`src/pbwg_pkg.sv`:
```
// Constants, register map and types of the peripheral bus wait generator
package pbwg_pkg;

  // ****************************************************************
  // Bus widths
  // ****************************************************************
  localparam int unsigned ADDR_W   = 12;
  localparam int unsigned DATA_W   = 32;
  localparam int unsigned SFR_W    = 8;
  localparam int unsigned RESULT_W = 10;
  localparam int unsigned WAIT_W   = 4;
  localparam int unsigned TOTAL_W  = 16;

  // ****************************************************************
  // Register byte offsets
  // ****************************************************************
  localparam logic [ADDR_W-1:0] OFS_WATCHDOG_MODE     = 12'h000;
  localparam logic [ADDR_W-1:0] OFS_SERIAL0_STATUS    = 12'h004;
  localparam logic [ADDR_W-1:0] OFS_SERIAL6_STATUS    = 12'h008;
  localparam logic [ADDR_W-1:0] OFS_CONVERTER_MODE    = 12'h00c;
  localparam logic [ADDR_W-1:0] OFS_CHANNEL_SELECT    = 12'h010;
  localparam logic [ADDR_W-1:0] OFS_COMPARE_MODE      = 12'h014;
  localparam logic [ADDR_W-1:0] OFS_COMPARE_THRESHOLD = 12'h018;
  localparam logic [ADDR_W-1:0] OFS_CONVERSION_RESULT = 12'h01c;
  localparam logic [ADDR_W-1:0] OFS_CLOCK_CONFIG      = 12'h020;
  localparam logic [ADDR_W-1:0] OFS_WAIT_STATUS       = 12'h024;
  localparam logic [ADDR_W-1:0] OFS_WAIT_TOTAL        = 12'h028;

  // ****************************************************************
  // Field positions
  // ****************************************************************
  localparam int unsigned CONV_CLK_SEL_BIT   = 5;
  localparam int unsigned CFG_DIV_LSB        = 0;
  localparam int unsigned CFG_DIV_W          = 3;
  localparam int unsigned CFG_MAIN_STOP_BIT  = 3;
  localparam int unsigned STAT_LAST_LSB      = 0;
  localparam int unsigned STAT_VIOLATION_BIT = 8;

  // ****************************************************************
  // Reset values
  // ****************************************************************
  localparam logic [SFR_W-1:0]   RST_SFR    = 8'h00;
  localparam logic [3:0]         RST_CFG    = 4'h0;
  localparam logic [TOTAL_W-1:0] RST_TOTAL  = 16'h0000;
  localparam logic [DATA_W-1:0]  RST_RDATA  = 32'h0000_0000;

  // ****************************************************************
  // Wait counts in CPU clocks, divider limit and converter clock exponents
  // ****************************************************************
  localparam logic [WAIT_W-1:0] WAIT_NONE     = 4'h0;
  localparam logic [WAIT_W-1:0] WAIT_WATCHDOG = 4'h3;
  localparam logic [WAIT_W-1:0] WAIT_SERIAL   = 4'h1;
  localparam logic [WAIT_W-1:0] WAIT_ONE      = 4'h1;
  localparam logic [2:0]        CPU_DIV_MAX   = 3'h4;
  localparam logic [2:0]        MACRO_EXP_FAST = 3'h2;
  localparam logic [2:0]        MACRO_EXP_SLOW = 3'h3;

  // ****************************************************************
  // Transfer state machine, Gray coded along idle, wait, done
  // ****************************************************************
  typedef enum logic [1:0]
  {
    PBWG_IDLE = 2'b00,
    PBWG_WAIT = 2'b01,
    PBWG_DONE = 2'b11
  } pbwg_state_t;

endpackage

```
`src/pbwg_wait_if.sv`:
```
// Handshake between the transfer control and the wait timer
`timescale 1ns/1ps
interface pbwg_wait_if;
  logic                          load;
  logic [pbwg_pkg::WAIT_W-1:0]   count;
  logic                          busy;
  logic                          done;

  modport ctrl
  (
    output load,
    output count,
    input  busy,
    input  done
  );

  modport timer
  (
    input  load,
    input  count,
    output busy,
    output done
  );
endinterface

```
`src/pbwg_top.sv`:
```
// APB bridge that stalls the CPU on accesses to wait-generating peripheral registers
`timescale 1ns/1ps
module pbwg_top
(
  input  wire logic                            MCLK_IN,
  input  wire logic                            RESET_IN,
  input  wire logic                            PSEL_IN,
  input  wire logic                            PENABLE_IN,
  input  wire logic                            PWRITE_IN,
  input  wire logic [pbwg_pkg::ADDR_W-1:0]     PADDR_IN,
  input  wire logic [pbwg_pkg::DATA_W-1:0]     PWDATA_IN,
  input  wire logic [pbwg_pkg::SFR_W-1:0]      SERIAL0_STATUS_IN,
  input  wire logic [pbwg_pkg::SFR_W-1:0]      SERIAL6_STATUS_IN,
  input  wire logic [pbwg_pkg::RESULT_W-1:0]   CONV_RESULT_IN,
  output logic                                 PREADY_OUT,
  output logic                                 PSLVERR_OUT,
  output logic      [pbwg_pkg::DATA_W-1:0]     PRDATA_OUT,
  output logic                                 CPU_STALL_OUT,
  output logic      [pbwg_pkg::SFR_W-1:0]      WATCHDOG_MODE_OUT,
  output logic      [pbwg_pkg::SFR_W-1:0]      CONV_MODE_OUT,
  output logic      [pbwg_pkg::SFR_W-1:0]      CONV_CHANNEL_OUT,
  output logic      [pbwg_pkg::SFR_W-1:0]      CONV_CMP_MODE_OUT,
  output logic      [pbwg_pkg::SFR_W-1:0]      CONV_CMP_THRESH_OUT
);

  // ****************************************************************
  // Declarations
  // ****************************************************************
  pbwg_wait_if wait_bus ();

  pbwg_pkg::pbwg_state_t                state_reg;
  pbwg_pkg::pbwg_state_t                state_next;
  logic [pbwg_pkg::SFR_W-1:0]           serial0_meta_reg;
  logic [pbwg_pkg::SFR_W-1:0]           serial0_sync_reg;
  logic [pbwg_pkg::SFR_W-1:0]           serial6_meta_reg;
  logic [pbwg_pkg::SFR_W-1:0]           serial6_sync_reg;
  logic [pbwg_pkg::RESULT_W-1:0]        result_meta_reg;
  logic [pbwg_pkg::RESULT_W-1:0]        result_sync_reg;
  logic [pbwg_pkg::SFR_W-1:0]           watchdog_mode_reg;
  logic [pbwg_pkg::SFR_W-1:0]           converter_mode_reg;
  logic [pbwg_pkg::SFR_W-1:0]           converter_channel_select;
  logic [pbwg_pkg::SFR_W-1:0]           converter_compare_mode;
  logic [pbwg_pkg::SFR_W-1:0]           converter_compare_threshold;
  logic [3:0]                           clock_config_reg;
  logic [pbwg_pkg::WAIT_W-1:0]          last_wait_reg;
  logic                                 violation_reg;
  logic [pbwg_pkg::TOTAL_W-1:0]         wait_total_reg;
  logic                                 pready_reg;
  logic                                 pslverr_reg;
  logic [pbwg_pkg::DATA_W-1:0]          prdata_reg;
  logic                                 stall_reg;
  logic                                 setup_cycle;
  logic                                 access_done;
  logic                                 mapped;
  logic [pbwg_pkg::WAIT_W-1:0]          converter_base;
  logic [pbwg_pkg::WAIT_W-1:0]          wait_need;
  logic [pbwg_pkg::DATA_W-1:0]          read_value;
  logic                                 converter_clock_select_bit;
  logic                                 main_clock_stop_flag;
  logic [2:0]                           cpu_div;

  // ****************************************************************
  // Peripheral-side inputs
  // ****************************************************************
  // Peripheral runs on an unrelated clock; two flops before any use
  always_ff @(posedge MCLK_IN)
  begin
    if (RESET_IN)
    begin
      serial0_meta_reg <= pbwg_pkg::RST_SFR;
      serial0_sync_reg <= pbwg_pkg::RST_SFR;
      serial6_meta_reg <= pbwg_pkg::RST_SFR;
      serial6_sync_reg <= pbwg_pkg::RST_SFR;
      result_meta_reg  <= '0;
      result_sync_reg  <= '0;
    end
    else
    begin
      serial0_meta_reg <= SERIAL0_STATUS_IN;
      serial0_sync_reg <= serial0_meta_reg;
      serial6_meta_reg <= SERIAL6_STATUS_IN;
      serial6_sync_reg <= serial6_meta_reg;
      result_meta_reg  <= CONV_RESULT_IN;
      result_sync_reg  <= result_meta_reg;
    end
  end

  // ****************************************************************
  // Converter wait calculation
  // ****************************************************************
  // Loose control bits
  assign converter_clock_select_bit = converter_mode_reg[pbwg_pkg::CONV_CLK_SEL_BIT];
  assign main_clock_stop_flag       = clock_config_reg[pbwg_pkg::CFG_MAIN_STOP_BIT];
  assign cpu_div = (clock_config_reg[pbwg_pkg::CFG_DIV_LSB +: pbwg_pkg::CFG_DIV_W]
                    > pbwg_pkg::CPU_DIV_MAX) ? pbwg_pkg::CPU_DIV_MAX
                   : clock_config_reg[pbwg_pkg::CFG_DIV_LSB +: pbwg_pkg::CFG_DIV_W];

  // Ratio is a power of two, so any fraction is one half or one quarter; it is dropped
  function automatic logic [pbwg_pkg::WAIT_W-1:0] pbwg_converter_wait
  (
    input logic       clk_sel,
    input logic [2:0] div
  );
    logic [2:0] exp_val;
    exp_val = clk_sel ? pbwg_pkg::MACRO_EXP_FAST : pbwg_pkg::MACRO_EXP_SLOW;
    if (div > exp_val)
      pbwg_converter_wait = pbwg_pkg::WAIT_ONE;
    else
      pbwg_converter_wait = 4'((4'h1 << (exp_val - div)) + 4'h1);
  endfunction

  assign converter_base = pbwg_converter_wait(converter_clock_select_bit, cpu_div);

  // ****************************************************************
  // Address decode and wait need
  // ****************************************************************
  // Wait depends on register and direction; unlisted accesses add none
  always_comb
  begin
    wait_need = pbwg_pkg::WAIT_NONE;
    mapped    = 1'b1;
    case (PADDR_IN)
      pbwg_pkg::OFS_WATCHDOG_MODE:
        if (PWRITE_IN)
          wait_need = pbwg_pkg::WAIT_WATCHDOG;
      pbwg_pkg::OFS_SERIAL0_STATUS,
      pbwg_pkg::OFS_SERIAL6_STATUS:
        if (!PWRITE_IN)
          wait_need = pbwg_pkg::WAIT_SERIAL;
      pbwg_pkg::OFS_CONVERTER_MODE,
      pbwg_pkg::OFS_CHANNEL_SELECT,
      pbwg_pkg::OFS_COMPARE_MODE,
      pbwg_pkg::OFS_COMPARE_THRESHOLD:
        if (PWRITE_IN)
          wait_need = (converter_base == pbwg_pkg::WAIT_ONE) ? pbwg_pkg::WAIT_NONE
                      : converter_base;
      pbwg_pkg::OFS_CONVERSION_RESULT:
        if (!PWRITE_IN)
          wait_need = converter_base;
      pbwg_pkg::OFS_CLOCK_CONFIG,
      pbwg_pkg::OFS_WAIT_STATUS,
      pbwg_pkg::OFS_WAIT_TOTAL:
        wait_need = pbwg_pkg::WAIT_NONE;
      default:
        mapped = 1'b0;
    endcase
  end

  // ****************************************************************
  // Transfer state machine
  // ****************************************************************
  assign setup_cycle = PSEL_IN && !PENABLE_IN;
  assign access_done = PSEL_IN && PENABLE_IN && pready_reg;

  // Timer is loaded at the decode edge
  // A running count means the access phase is still stalled; never reload it
  assign wait_bus.load  = setup_cycle && !wait_bus.busy;
  assign wait_bus.count = wait_need;

  // Next state
  always_comb
  begin
    state_next = state_reg;
    case (state_reg)
      pbwg_pkg::PBWG_IDLE:
        if (setup_cycle)
          state_next = (wait_need == pbwg_pkg::WAIT_NONE) ? pbwg_pkg::PBWG_DONE
                       : pbwg_pkg::PBWG_WAIT;
      pbwg_pkg::PBWG_WAIT:
        if (wait_bus.done)
          state_next = pbwg_pkg::PBWG_DONE;
      pbwg_pkg::PBWG_DONE:
        if (setup_cycle)
          state_next = (wait_need == pbwg_pkg::WAIT_NONE) ? pbwg_pkg::PBWG_DONE
                       : pbwg_pkg::PBWG_WAIT;
        else
          state_next = pbwg_pkg::PBWG_IDLE;
      default:
        state_next = pbwg_pkg::PBWG_IDLE;
    endcase
  end

  // State register
  always_ff @(posedge MCLK_IN)
  begin
    if (RESET_IN)
      state_reg <= pbwg_pkg::PBWG_IDLE;
    else
      state_reg <= state_next;
  end

  // Ready is held low for exactly the wait clocks of the access phase
  always_ff @(posedge MCLK_IN)
  begin
    if (RESET_IN)
      pready_reg <= 1'b0;
    else
      pready_reg <= (state_next == pbwg_pkg::PBWG_DONE);
  end

  // Stall mirrors the pending wait so the instruction cannot finish early
  always_ff @(posedge MCLK_IN)
  begin
    if (RESET_IN)
      stall_reg <= 1'b0;
    else
      stall_reg <= (state_next == pbwg_pkg::PBWG_WAIT);
  end

  // ****************************************************************
  // Read path
  // ****************************************************************
  // Read mux; status is sampled only once the wait has let it settle
  always_comb
  begin
    read_value = pbwg_pkg::RST_RDATA;
    case (PADDR_IN)
      pbwg_pkg::OFS_WATCHDOG_MODE:     read_value[pbwg_pkg::SFR_W-1:0] = watchdog_mode_reg;
      pbwg_pkg::OFS_SERIAL0_STATUS:    read_value[pbwg_pkg::SFR_W-1:0] = serial0_sync_reg;
      pbwg_pkg::OFS_SERIAL6_STATUS:    read_value[pbwg_pkg::SFR_W-1:0] = serial6_sync_reg;
      pbwg_pkg::OFS_CONVERTER_MODE:    read_value[pbwg_pkg::SFR_W-1:0] = converter_mode_reg;
      pbwg_pkg::OFS_CHANNEL_SELECT:
        read_value[pbwg_pkg::SFR_W-1:0] = converter_channel_select;
      pbwg_pkg::OFS_COMPARE_MODE:
        read_value[pbwg_pkg::SFR_W-1:0] = converter_compare_mode;
      pbwg_pkg::OFS_COMPARE_THRESHOLD:
        read_value[pbwg_pkg::SFR_W-1:0] = converter_compare_threshold;
      pbwg_pkg::OFS_CONVERSION_RESULT:
        read_value[pbwg_pkg::RESULT_W-1:0] = result_sync_reg;
      pbwg_pkg::OFS_CLOCK_CONFIG:      read_value[3:0] = clock_config_reg;
      pbwg_pkg::OFS_WAIT_STATUS:
      begin
        read_value[pbwg_pkg::STAT_LAST_LSB +: pbwg_pkg::WAIT_W] = last_wait_reg;
        read_value[pbwg_pkg::STAT_VIOLATION_BIT]                = violation_reg;
      end
      pbwg_pkg::OFS_WAIT_TOTAL:
        read_value[pbwg_pkg::TOTAL_W-1:0] = wait_total_reg;
      default:
        read_value = pbwg_pkg::RST_RDATA;
    endcase
  end

  // Data and error are loaded together with ready
  always_ff @(posedge MCLK_IN)
  begin
    if (RESET_IN)
    begin
      prdata_reg  <= pbwg_pkg::RST_RDATA;
      pslverr_reg <= 1'b0;
    end
    else if (state_next == pbwg_pkg::PBWG_DONE && !access_done)
    begin
      prdata_reg  <= PWRITE_IN ? pbwg_pkg::RST_RDATA : read_value;
      pslverr_reg <= !mapped;
    end
    else if (state_next != pbwg_pkg::PBWG_DONE)
    begin
      prdata_reg  <= pbwg_pkg::RST_RDATA;
      pslverr_reg <= 1'b0;
    end
    else
    begin
      prdata_reg  <= PWRITE_IN ? pbwg_pkg::RST_RDATA : read_value;
      pslverr_reg <= !mapped;
    end
  end

  // ****************************************************************
  // Write path
  // ****************************************************************
  // Writes land only at the completing edge, after any wait
  always_ff @(posedge MCLK_IN)
  begin
    if (RESET_IN)
    begin
      watchdog_mode_reg           <= pbwg_pkg::RST_SFR;
      converter_mode_reg          <= pbwg_pkg::RST_SFR;
      converter_channel_select    <= pbwg_pkg::RST_SFR;
      converter_compare_mode      <= pbwg_pkg::RST_SFR;
      converter_compare_threshold <= pbwg_pkg::RST_SFR;
      clock_config_reg            <= pbwg_pkg::RST_CFG;
    end
    else if (access_done && PWRITE_IN)
    begin
      case (PADDR_IN)
        pbwg_pkg::OFS_WATCHDOG_MODE:
          watchdog_mode_reg <= PWDATA_IN[pbwg_pkg::SFR_W-1:0];
        pbwg_pkg::OFS_CONVERTER_MODE:
          converter_mode_reg <= PWDATA_IN[pbwg_pkg::SFR_W-1:0];
        pbwg_pkg::OFS_CHANNEL_SELECT:
          converter_channel_select <= PWDATA_IN[pbwg_pkg::SFR_W-1:0];
        pbwg_pkg::OFS_COMPARE_MODE:
          converter_compare_mode <= PWDATA_IN[pbwg_pkg::SFR_W-1:0];
        pbwg_pkg::OFS_COMPARE_THRESHOLD:
          converter_compare_threshold <= PWDATA_IN[pbwg_pkg::SFR_W-1:0];
        pbwg_pkg::OFS_CLOCK_CONFIG:
          clock_config_reg <= PWDATA_IN[3:0];
        default:
          clock_config_reg <= clock_config_reg;
      endcase
    end
  end

  // ****************************************************************
  // Wait bookkeeping
  // ****************************************************************
  // Last computed wait, captured at decode
  always_ff @(posedge MCLK_IN)
  begin
    if (RESET_IN)
      last_wait_reg <= pbwg_pkg::WAIT_NONE;
    else if (wait_bus.load)
      last_wait_reg <= wait_need;
  end

  // Waits with the main clock stopped are a software fault; set beats clear
  always_ff @(posedge MCLK_IN)
  begin
    if (RESET_IN)
      violation_reg <= 1'b0;
    else if (wait_bus.load && main_clock_stop_flag && wait_need != pbwg_pkg::WAIT_NONE)
      violation_reg <= 1'b1;
    else if (access_done && PWRITE_IN && PADDR_IN == pbwg_pkg::OFS_WAIT_STATUS
             && PWDATA_IN[pbwg_pkg::STAT_VIOLATION_BIT])
      violation_reg <= 1'b0;
  end

  // Running total of stalled CPU clocks, wraps
  always_ff @(posedge MCLK_IN)
  begin
    if (RESET_IN)
      wait_total_reg <= pbwg_pkg::RST_TOTAL;
    else if (stall_reg)
      wait_total_reg <= wait_total_reg + 16'h0001;
  end

  // ****************************************************************
  // Wait timer
  // ****************************************************************
  pbwg_wait_timer u_wait_timer
  (
    .clk_in    (MCLK_IN),
    .rst_in    (RESET_IN),
    .wait_port (wait_bus.timer)
  );

  // ****************************************************************
  // Outputs
  // ****************************************************************
  assign PREADY_OUT          = pready_reg;
  assign PSLVERR_OUT         = pslverr_reg;
  assign PRDATA_OUT          = prdata_reg;
  assign CPU_STALL_OUT       = stall_reg;
  assign WATCHDOG_MODE_OUT   = watchdog_mode_reg;
  assign CONV_MODE_OUT       = converter_mode_reg;
  assign CONV_CHANNEL_OUT    = converter_channel_select;
  assign CONV_CMP_MODE_OUT   = converter_compare_mode;
  assign CONV_CMP_THRESH_OUT = converter_compare_threshold;

endmodule

```
`src/pbwg_wait_timer.sv`:
```
// Down counter of CPU wait clocks
`timescale 1ns/1ps
module pbwg_wait_timer
(
  input  wire logic clk_in,
  input  wire logic rst_in,
  pbwg_wait_if.timer wait_port
);

  logic [pbwg_pkg::WAIT_W-1:0] cnt_reg;

  // ****************************************************************
  // Counter
  // ****************************************************************
  // Loaded in the setup cycle, counts one per CPU clock
  always_ff @(posedge clk_in)
  begin
    if (rst_in)
      cnt_reg <= pbwg_pkg::WAIT_NONE;
    else if (wait_port.load)
      cnt_reg <= wait_port.count;
    else if (cnt_reg != pbwg_pkg::WAIT_NONE)
      cnt_reg <= cnt_reg - pbwg_pkg::WAIT_ONE;
  end

  // Last wait clock is the one that carries a count of one
  assign wait_port.busy = (cnt_reg != pbwg_pkg::WAIT_NONE);
  assign wait_port.done = (cnt_reg == pbwg_pkg::WAIT_ONE);

endmodule

```
`config.mk`:
```
export PLATFORM = sky130hd
export DESIGN_NAME = pbwg_top
export DESIGN_NICKNAME = d
export VERILOG_FILES = /design/src/pbwg_pkg.sv /design/src/pbwg_wait_if.sv /design/src/pbwg_top.sv /design/src/pbwg_wait_timer.sv
export SDC_FILE = /design/constraint.sdc
export NUM_CORES = 1
export LEC_CHECK = 0
export BUFFER_PORTS_ARGS = -buffer_cell sky130_fd_sc_hd__clkbuf_2
export CAP_MARGIN = 20
export CORE_UTILIZATION = 36
export CTS_CLUSTER_SIZE = 10
export DETAILED_ROUTE_END_ITERATION = 12
export GPL_ROUTABILITY_DRIVEN = 0
export GPL_TIMING_DRIVEN = 1
export REMOVE_ABC_BUFFERS = 1
export SLEW_MARGIN = 20
export SYNTH_ARGS = -nofsm -noshare
export SYNTH_HDL_FRONTEND = slang
export SYNTH_SLANG_ARGS = --single-unit
```
`constraint.sdc`:
```
create_clock -name MCLK_IN -period 3.2 [get_ports MCLK_IN]
set_input_delay 0.32 -clock MCLK_IN [delete_from_list [all_inputs] [get_ports MCLK_IN]]
set_output_delay 0.32 -clock MCLK_IN [all_outputs]
set_load 0.01 [all_outputs]
```
Word level (Yosys, flattened, before mapping)
Cells that the tools add are included.
- bitwise gates (word level): 0
- eq/ne operators: 17
- div/mod/pow operators: 0
- shifts and indexed selects: 1
- magnitude comparators: 2
- multiplexer cells: 29
- $mul: 0
- reduce and logical (&&, ||, !) cells: 30
- add/subtract/negate cells: 4
- operator list (kind ; count):
    equality test 12 x 5 -> 1 bit (second input constant) ; 4
    2-to-1 mux 16 bit ; 3
    case mux 4 bit (11 select lines) ; 1
    equality test 12 x 6 -> 1 bit (second input constant) ; 3
    case mux 4 bit (9 select lines) ; 1
    equality test 12 x 4 -> 1 bit (second input constant) ; 2
    2-to-1 mux 4 bit ; 6
    adder 16 x 1 -> 16 bit (second input constant) ; 1
    case mux 4 bit (4 select lines) ; 1
    equality test 12 x 3 -> 1 bit (second input constant) ; 1
    logical NOT 12 bit ; 1
    AND reduction 2 bit ; 6
    OR reduction 11 bit ; 1
    logical AND 1 bit ; 10
    2-to-1 mux 2 bit ; 5
    equality test 4 x 1 -> 1 bit (second input constant) ; 2
    nonzero test 4 bit ; 2
    2-to-1 mux 1 bit ; 7
    2-to-1 mux 6 bit ; 1
    case mux 2 bit (3 select lines) ; 1
    adder 4 x 1 -> 4 bit (second input constant) ; 1
    equality test 2 x 1 -> 1 bit (second input constant) ; 2
    equality test 2 bit (second input constant) ; 2
    logical NOT 1 bit ; 4
    14 further kinds ; 15
- bits in writable memories: 0
- ROM bits: 0
- flip-flop bits (word level): 158
- memories: 0
- bits in latches: 0

Longest topological paths before layout
- word-level depth: 17
- gate-level depth with buffers: 15
- gate-level depth less buffers: 13

By module
A second synthesis with hierarchy kept.
- cell total of the unflattened synthesis: 624
- area, all modules: 5904.4 um2
- modules (own cells, without submodules) (module ; area an instance (um2) ; times used ; sequential area each (um2) ; cells an instance):
    pbwg_top ; 5654.2 ; 1 ; 2762.6 ; 596
    pbwg_wait_timer ; 250.2 ; 1 ; 80.1 ; 28

Least setup slack after synthesis
No wires, ideal clock.
- path type: register -> register
- from: register clock_config_reg[2]
- to: register prdata_reg (netlist bit PRDATA_OUT[10])
- arrival time: 3.116 ns
- buffers on the path: 2
- cell stages (with the launch flop): 15
- data required time: 3.112 ns
- slack: -0.004 ns
- clock period less this slack: 3.204 ns
- cells stage by stage: dfxtp_1 -> buf_2 -> nor2b_1 -> ha_1 -> ha_1 -> xnor2_1 -> and3_1 -> ha_1 -> nor4b_2 -> o31ai_1 -> and4b_1 -> or4_1 -> o21a_1 -> buf_6 -> nor4b_2
- cells in the longest elaborated chain, start to end: 17
- elaborated cells on any way between the ends: 22
- classes of those cells: add/sub: 2; order compare: 2; eq/ne: 3; shift: 1; mux: 12; reduce/logical: 2
- RTL lines (item ; line ; RTL):
    from (decl) ; pbwg_top.sv:44 ; logic [3:0] clock_config_reg;
    from (signal assigned) ; pbwg_top.sv:281 ; clock_config_reg <= pbwg_pkg::RST_CFG;
    from (signal assigned) ; pbwg_top.sv:297 ; clock_config_reg <= PWDATA_IN[3:0];
    from (signal assigned) ; pbwg_top.sv:299 ; clock_config_reg <= clock_config_reg;
    > comparator 3 bit ; pbwg_top.sv:95 ; > pbwg_pkg::CPU_DIV_MAX) ? pbwg_pkg::CPU_DIV_MAX
    2-to-1 mux 3 bit * ; pbwg_top.sv:95 ;
    subtractor 2 x 3 -> 3 bit ; pbwg_top.sv:109 ; pbwg_converter_wait = 4'((4'h1 << (exp_val - div)) + 4'h1);
    << shifter 1 x 3 -> 4 bit ; pbwg_top.sv:109 ;
    adder 4 x 1 -> 4 bit ; pbwg_top.sv:109 ;
    2-to-1 mux 4 bit * ; pbwg_top.sv:106 ; if (div > exp_val)
    equality test 4 x 1 -> 1 bit ; pbwg_top.sv:135 ; wait_need = (converter_base == pbwg_pkg::WAIT_ONE) ? pbwg_pkg::WAIT_NONE
    2-to-1 mux 4 bit ; pbwg_top.sv:135 ;
    2-to-1 mux 4 bit ; pbwg_top.sv:134 ; if (PWRITE_IN)
    case mux 4 bit (4 select lines) * ; pbwg_top.sv:122 ; case (PADDR_IN)
    logical NOT 4 bit * ; pbwg_top.sv:167, pbwg_top.sv:174 ;
    2-to-1 mux 2 bit * ; pbwg_top.sv:167, pbwg_top.sv:174 ;
    2-to-1 mux 2 bit, on equally long branches ; pbwg_top.sv:173, pbwg_top.sv:166 ;
    case mux 2 bit (3 select lines) * ; pbwg_top.sv:164 ; case (state_reg)
    inequality test 2 bit or equality test 2 bit (tied branches) ; pbwg_top.sv:256, pbwg_top.sv:251 ;
    2-to-1 mux 16 bit or logical AND 1 bit (tied branches) ; pbwg_top.sv:256, pbwg_top.sv:251 ;
    2-to-1 mux 16 bit * ; pbwg_top.sv:251 ; else if (state_next == pbwg_pkg::PBWG_DONE && !access_done)
    to (signal assigned) ; pbwg_top.sv:253 ; prdata_reg <= PWRITE_IN ? pbwg_pkg::RST_RDATA : read_value;
    to (signal assigned) ; pbwg_top.sv:258 ; prdata_reg <= pbwg_pkg::RST_RDATA;
    to (signal assigned) ; pbwg_top.sv:263 ; prdata_reg <= PWRITE_IN ? pbwg_pkg::RST_RDATA : read_value;
    to (decl) ; pbwg_top.sv:50 ; logic [pbwg_pkg::DATA_W-1:0] prdata_reg;
Every way passes the cells marked *; elsewhere a longest branch is shown, timed or not.
A chain may end at the register's enable or synchronous reset.

Final worst setup path
- from: register clock_config_reg[2]
- to: register prdata_reg (netlist bit PRDATA_OUT[8])
Same word-level chain as after synthesis.

==> key figures <==
Yosys
  – Largest cells by area after synthesis: dfxtp_1 49%, nor2b_1 5.9%, a21oi_1 4.5%
  – Yosys Warn Count: 0
  – EDFF count, synth: 0
  – Asr flop ratio synth: 0%
  – Synth cell count leaders: 142 x dfxtp_1, 68 x nand2_1, 55 x nor2b_1
  – Synth Instances: 627
  – Synthesis-stage register bit count: 142
  – Top cell type's share of synthesized area: 48.7%
  – Syn Area/Cell: 9.31 µm²
  – Seq/Total Area, Yosys: 48.7%
  – Synth unique cells: 58
  – Dominant cell type by area after synthesis: dfxtp_1
  – Most frequent cell after synthesis: dfxtp_1
  – Post-Syn Area: 5830 µm²
  – Main synth FF type: dfxtp_1

Pwr
  – VDD IR max: 0.000385 V
  – Pwr dens: 546 nW/µm²
  – Pleak: 2.77 nW

STA
  – Final worst setup slack: 0.0287 ns
  – Final setup skew: 0.00608 ns
  – Fin. Hold Viols: 0
  – Slew Limit Fails: 0
  – Crit path time final: 3.17 ns
  – Final setup vio count: 0
  – Worst-margin pin slew: 0.931 ns
  – Fmax: 315 MHz
  – RSZ-0062 raised after global routing: yes
  – Max transition margin: 37.3%
  – Final cycle utilization of the critical path: 99.1%
  – Setup TNS Final: 0 ns

Clock network
  – Clock Path Buffers: 2
  – H-tree depth: 4
  – Clk root buf: clkbuf_16
  – Total CTS buffers: 17
  – CTS tree: built
  – Worst-Skew Late Latency: 0.43 ns
  – Reg clk slew, reported paths: 0.06 ns
  – Post-CTS Hold Buffers: 0
  – Clock sinks: 142

Floorplanning
  – Initial Util: 36.9%
  – Rows: 46
  – Die height: 129 µm
  – Core box area: 15800 µm²
  – Top-Level Pins: 150
  – DIE AREA: 16700 µm²
  – Width of the die: 129 µm

Worst setup path
  – CP arrival: 3.51 ns
  – CP required: 3.53 ns
  – Crit. End Element: register
  – Critical Path Start Type: register
  – CP max FO: 7
  – CP Class: reg -> reg
  – Worst Reg-to-Reg Cells: 13

Outcome
  – Status: completed

Route
  – WL/cell: 16.9 µm
  – DRT iter0 DRCs: 444
  – Antenna Nets Post-Route: 0
  – Via-to-Cell Ratio: 5.18
  – DRC viols: 0
  – Number of detailed-route iterations in the first pass: 5
  – Via count: 5065
  – Routed WL: 16600 µm

Place
  – DP Wirelength: 11200 µm
  – Port bufs: 110
  – Placement Setup Slack: -0.0855 ns
  – Post-DP Area: 6630 µm²

Run
  – Max_cap viols: 0

Layout
  – Final Instance Area: 7410 µm²
  – Share of cells above drive strength 1: 27.6%
  – Ant. Diodes: 0
  – Layout net count: 829
  – Final Util: 46.8%
  – Synthesis-to-finish area growth: 27.0%

GRT
  – Global-route wire length before repair: 24900 µm
  – Gr usage total: 20.0%
  – GRT overflow: 0
  – Vias in the first global route: 4694
  – Initial antenna violation count: 0
  – Largest net degree at the start of global routing: 78

Worst hold path
  – Hold Path Cell Cnt: 2
  – Tightest Hold Check Type: in -> reg
[critical path: stages (launching register included)]
cell and delay, ns:
dfxtp_1 0.40, nor2b_4 0.06, ha_4 0.17, ha_4 0.17
xnor2_4 0.13, and3_4 0.20, ha_4 0.17, nor3b_1 0.29
o31ai_2 0.12, and4b_1 0.19, or4_4 0.53, o21a_4 0.26
buf_12 0.14, nor4_4 0.24
[power breakdown]
group	switching [mW]	internal, mW
combinational	0.199	0.151
clock	0.808	1.02
sequential	0.0352	1.83
total	1.04	3.00
[cells in the final DEF (no fill, tap or decap), types with 5 or more instances in the layout]
master,count
clkbuf_16,18
dfxtp_1,141
xor2_1,12
conb_1,16
nor3_2,5
nor4b_2,6
a222oi_1,9
mux2i_1,6
a21oi_1,52
a311oi_2,7
o21ai_0,5
nor3_1,9
clkbuf_2,109
a221oi_1,8
a22oi_1,9
and3_1,12
buf_4,24
nand2_1,68
a22o_1,9
inv_1,5
nand2b_1,5
xnor2_1,8
nand3_1,47
nor4_1,5
nor2b_1,53
nor2_1,31
[routing by layer]
| metal | track usage, % | wire (µm) | vias to the layer above |
|---|---|---|---|
| li1 | - | - | 2443 |
| met1 | 26.2 | 7520 | 2392 |
| met2 | 31.6 | 7800 | 212 |
| met3 | 5.08 | 1040 | 18 |
| met4 | 7.54 | 197 | 0 |
| met5 | 0 | 0 | - |
[cell type report]
class	instances	area, µm²
clock buffers	19	443
clock inverters	13	108
fillers	1507	8420
inverters	5	18.8
multi-input cells	446	2940
flip-flops and latches	142	2840
well taps	216	270
repair buffers	136	782
[kinds of logic (layout without fill, tap and decap cells)]
| logic type | after synthesis | after routing | synth area share [%] |
|---|---|---|---|
| AND/OR/NAND/NOR | 279 | 279 | 27.0 |
| flip-flops | 142 | 142 | 48.7 |
| AO/OA/AOI/OAI | 117 | 117 | 13.7 |
| buffers and inverters | 54 | 173 | 4.83 |
| XOR/XNOR | 21 | 21 | 3.15 |
| multiplexers | 7 | 7 | 1.22 |
| adder cells (fa/ha/maj) | 6 | 6 | 1.29 |
| other | 1 | 16 | 0.0643 |
[repair_timing]
| action | in CTS | in global routing |
|---|---|---|
| pin swaps | 1 | 10 |
| buffers inserted | 0 | 4 |
| cloned | 0 | 1 |
| gates resized for setup | 5 | 25 |
| endpoints found under the setup margin | 17 | 18 |
[stage by stage]
step	total power, mW	hold WS, ns	cells
after detailed placement	2.23	0.420	940
final	4.04	0.100	977
after CTS	4.05	0.0885	972
after floorplan	2.08	0.389	593
after global routing	4.20	0.0975	977
after global placement	2.22	0.421	940
[path summary, 6_finish.rpt]
check | from | to | slack, ns
setup / recovery | clock_config_reg[2]$_SDFFE_PP0P_ | PRDATA_OUT[8]$_SDFF_PP0_ | 0.03
hold / removal | SERIAL6_STATUS_IN[5] | serial6_meta_reg[5]$_SDFF_PP0_ | 0.10
setup reg to reg | clock_config_reg[2]$_SDFFE_PP0P_ | PRDATA_OUT[8]$_SDFF_PP0_ | 0.03
hold reg to reg | serial0_meta_reg[6]$_SDFF_PP0_ | serial0_sync_reg[6]$_SDFF_PP0_ | 0.43
Power figures use the tool's default switching activity.
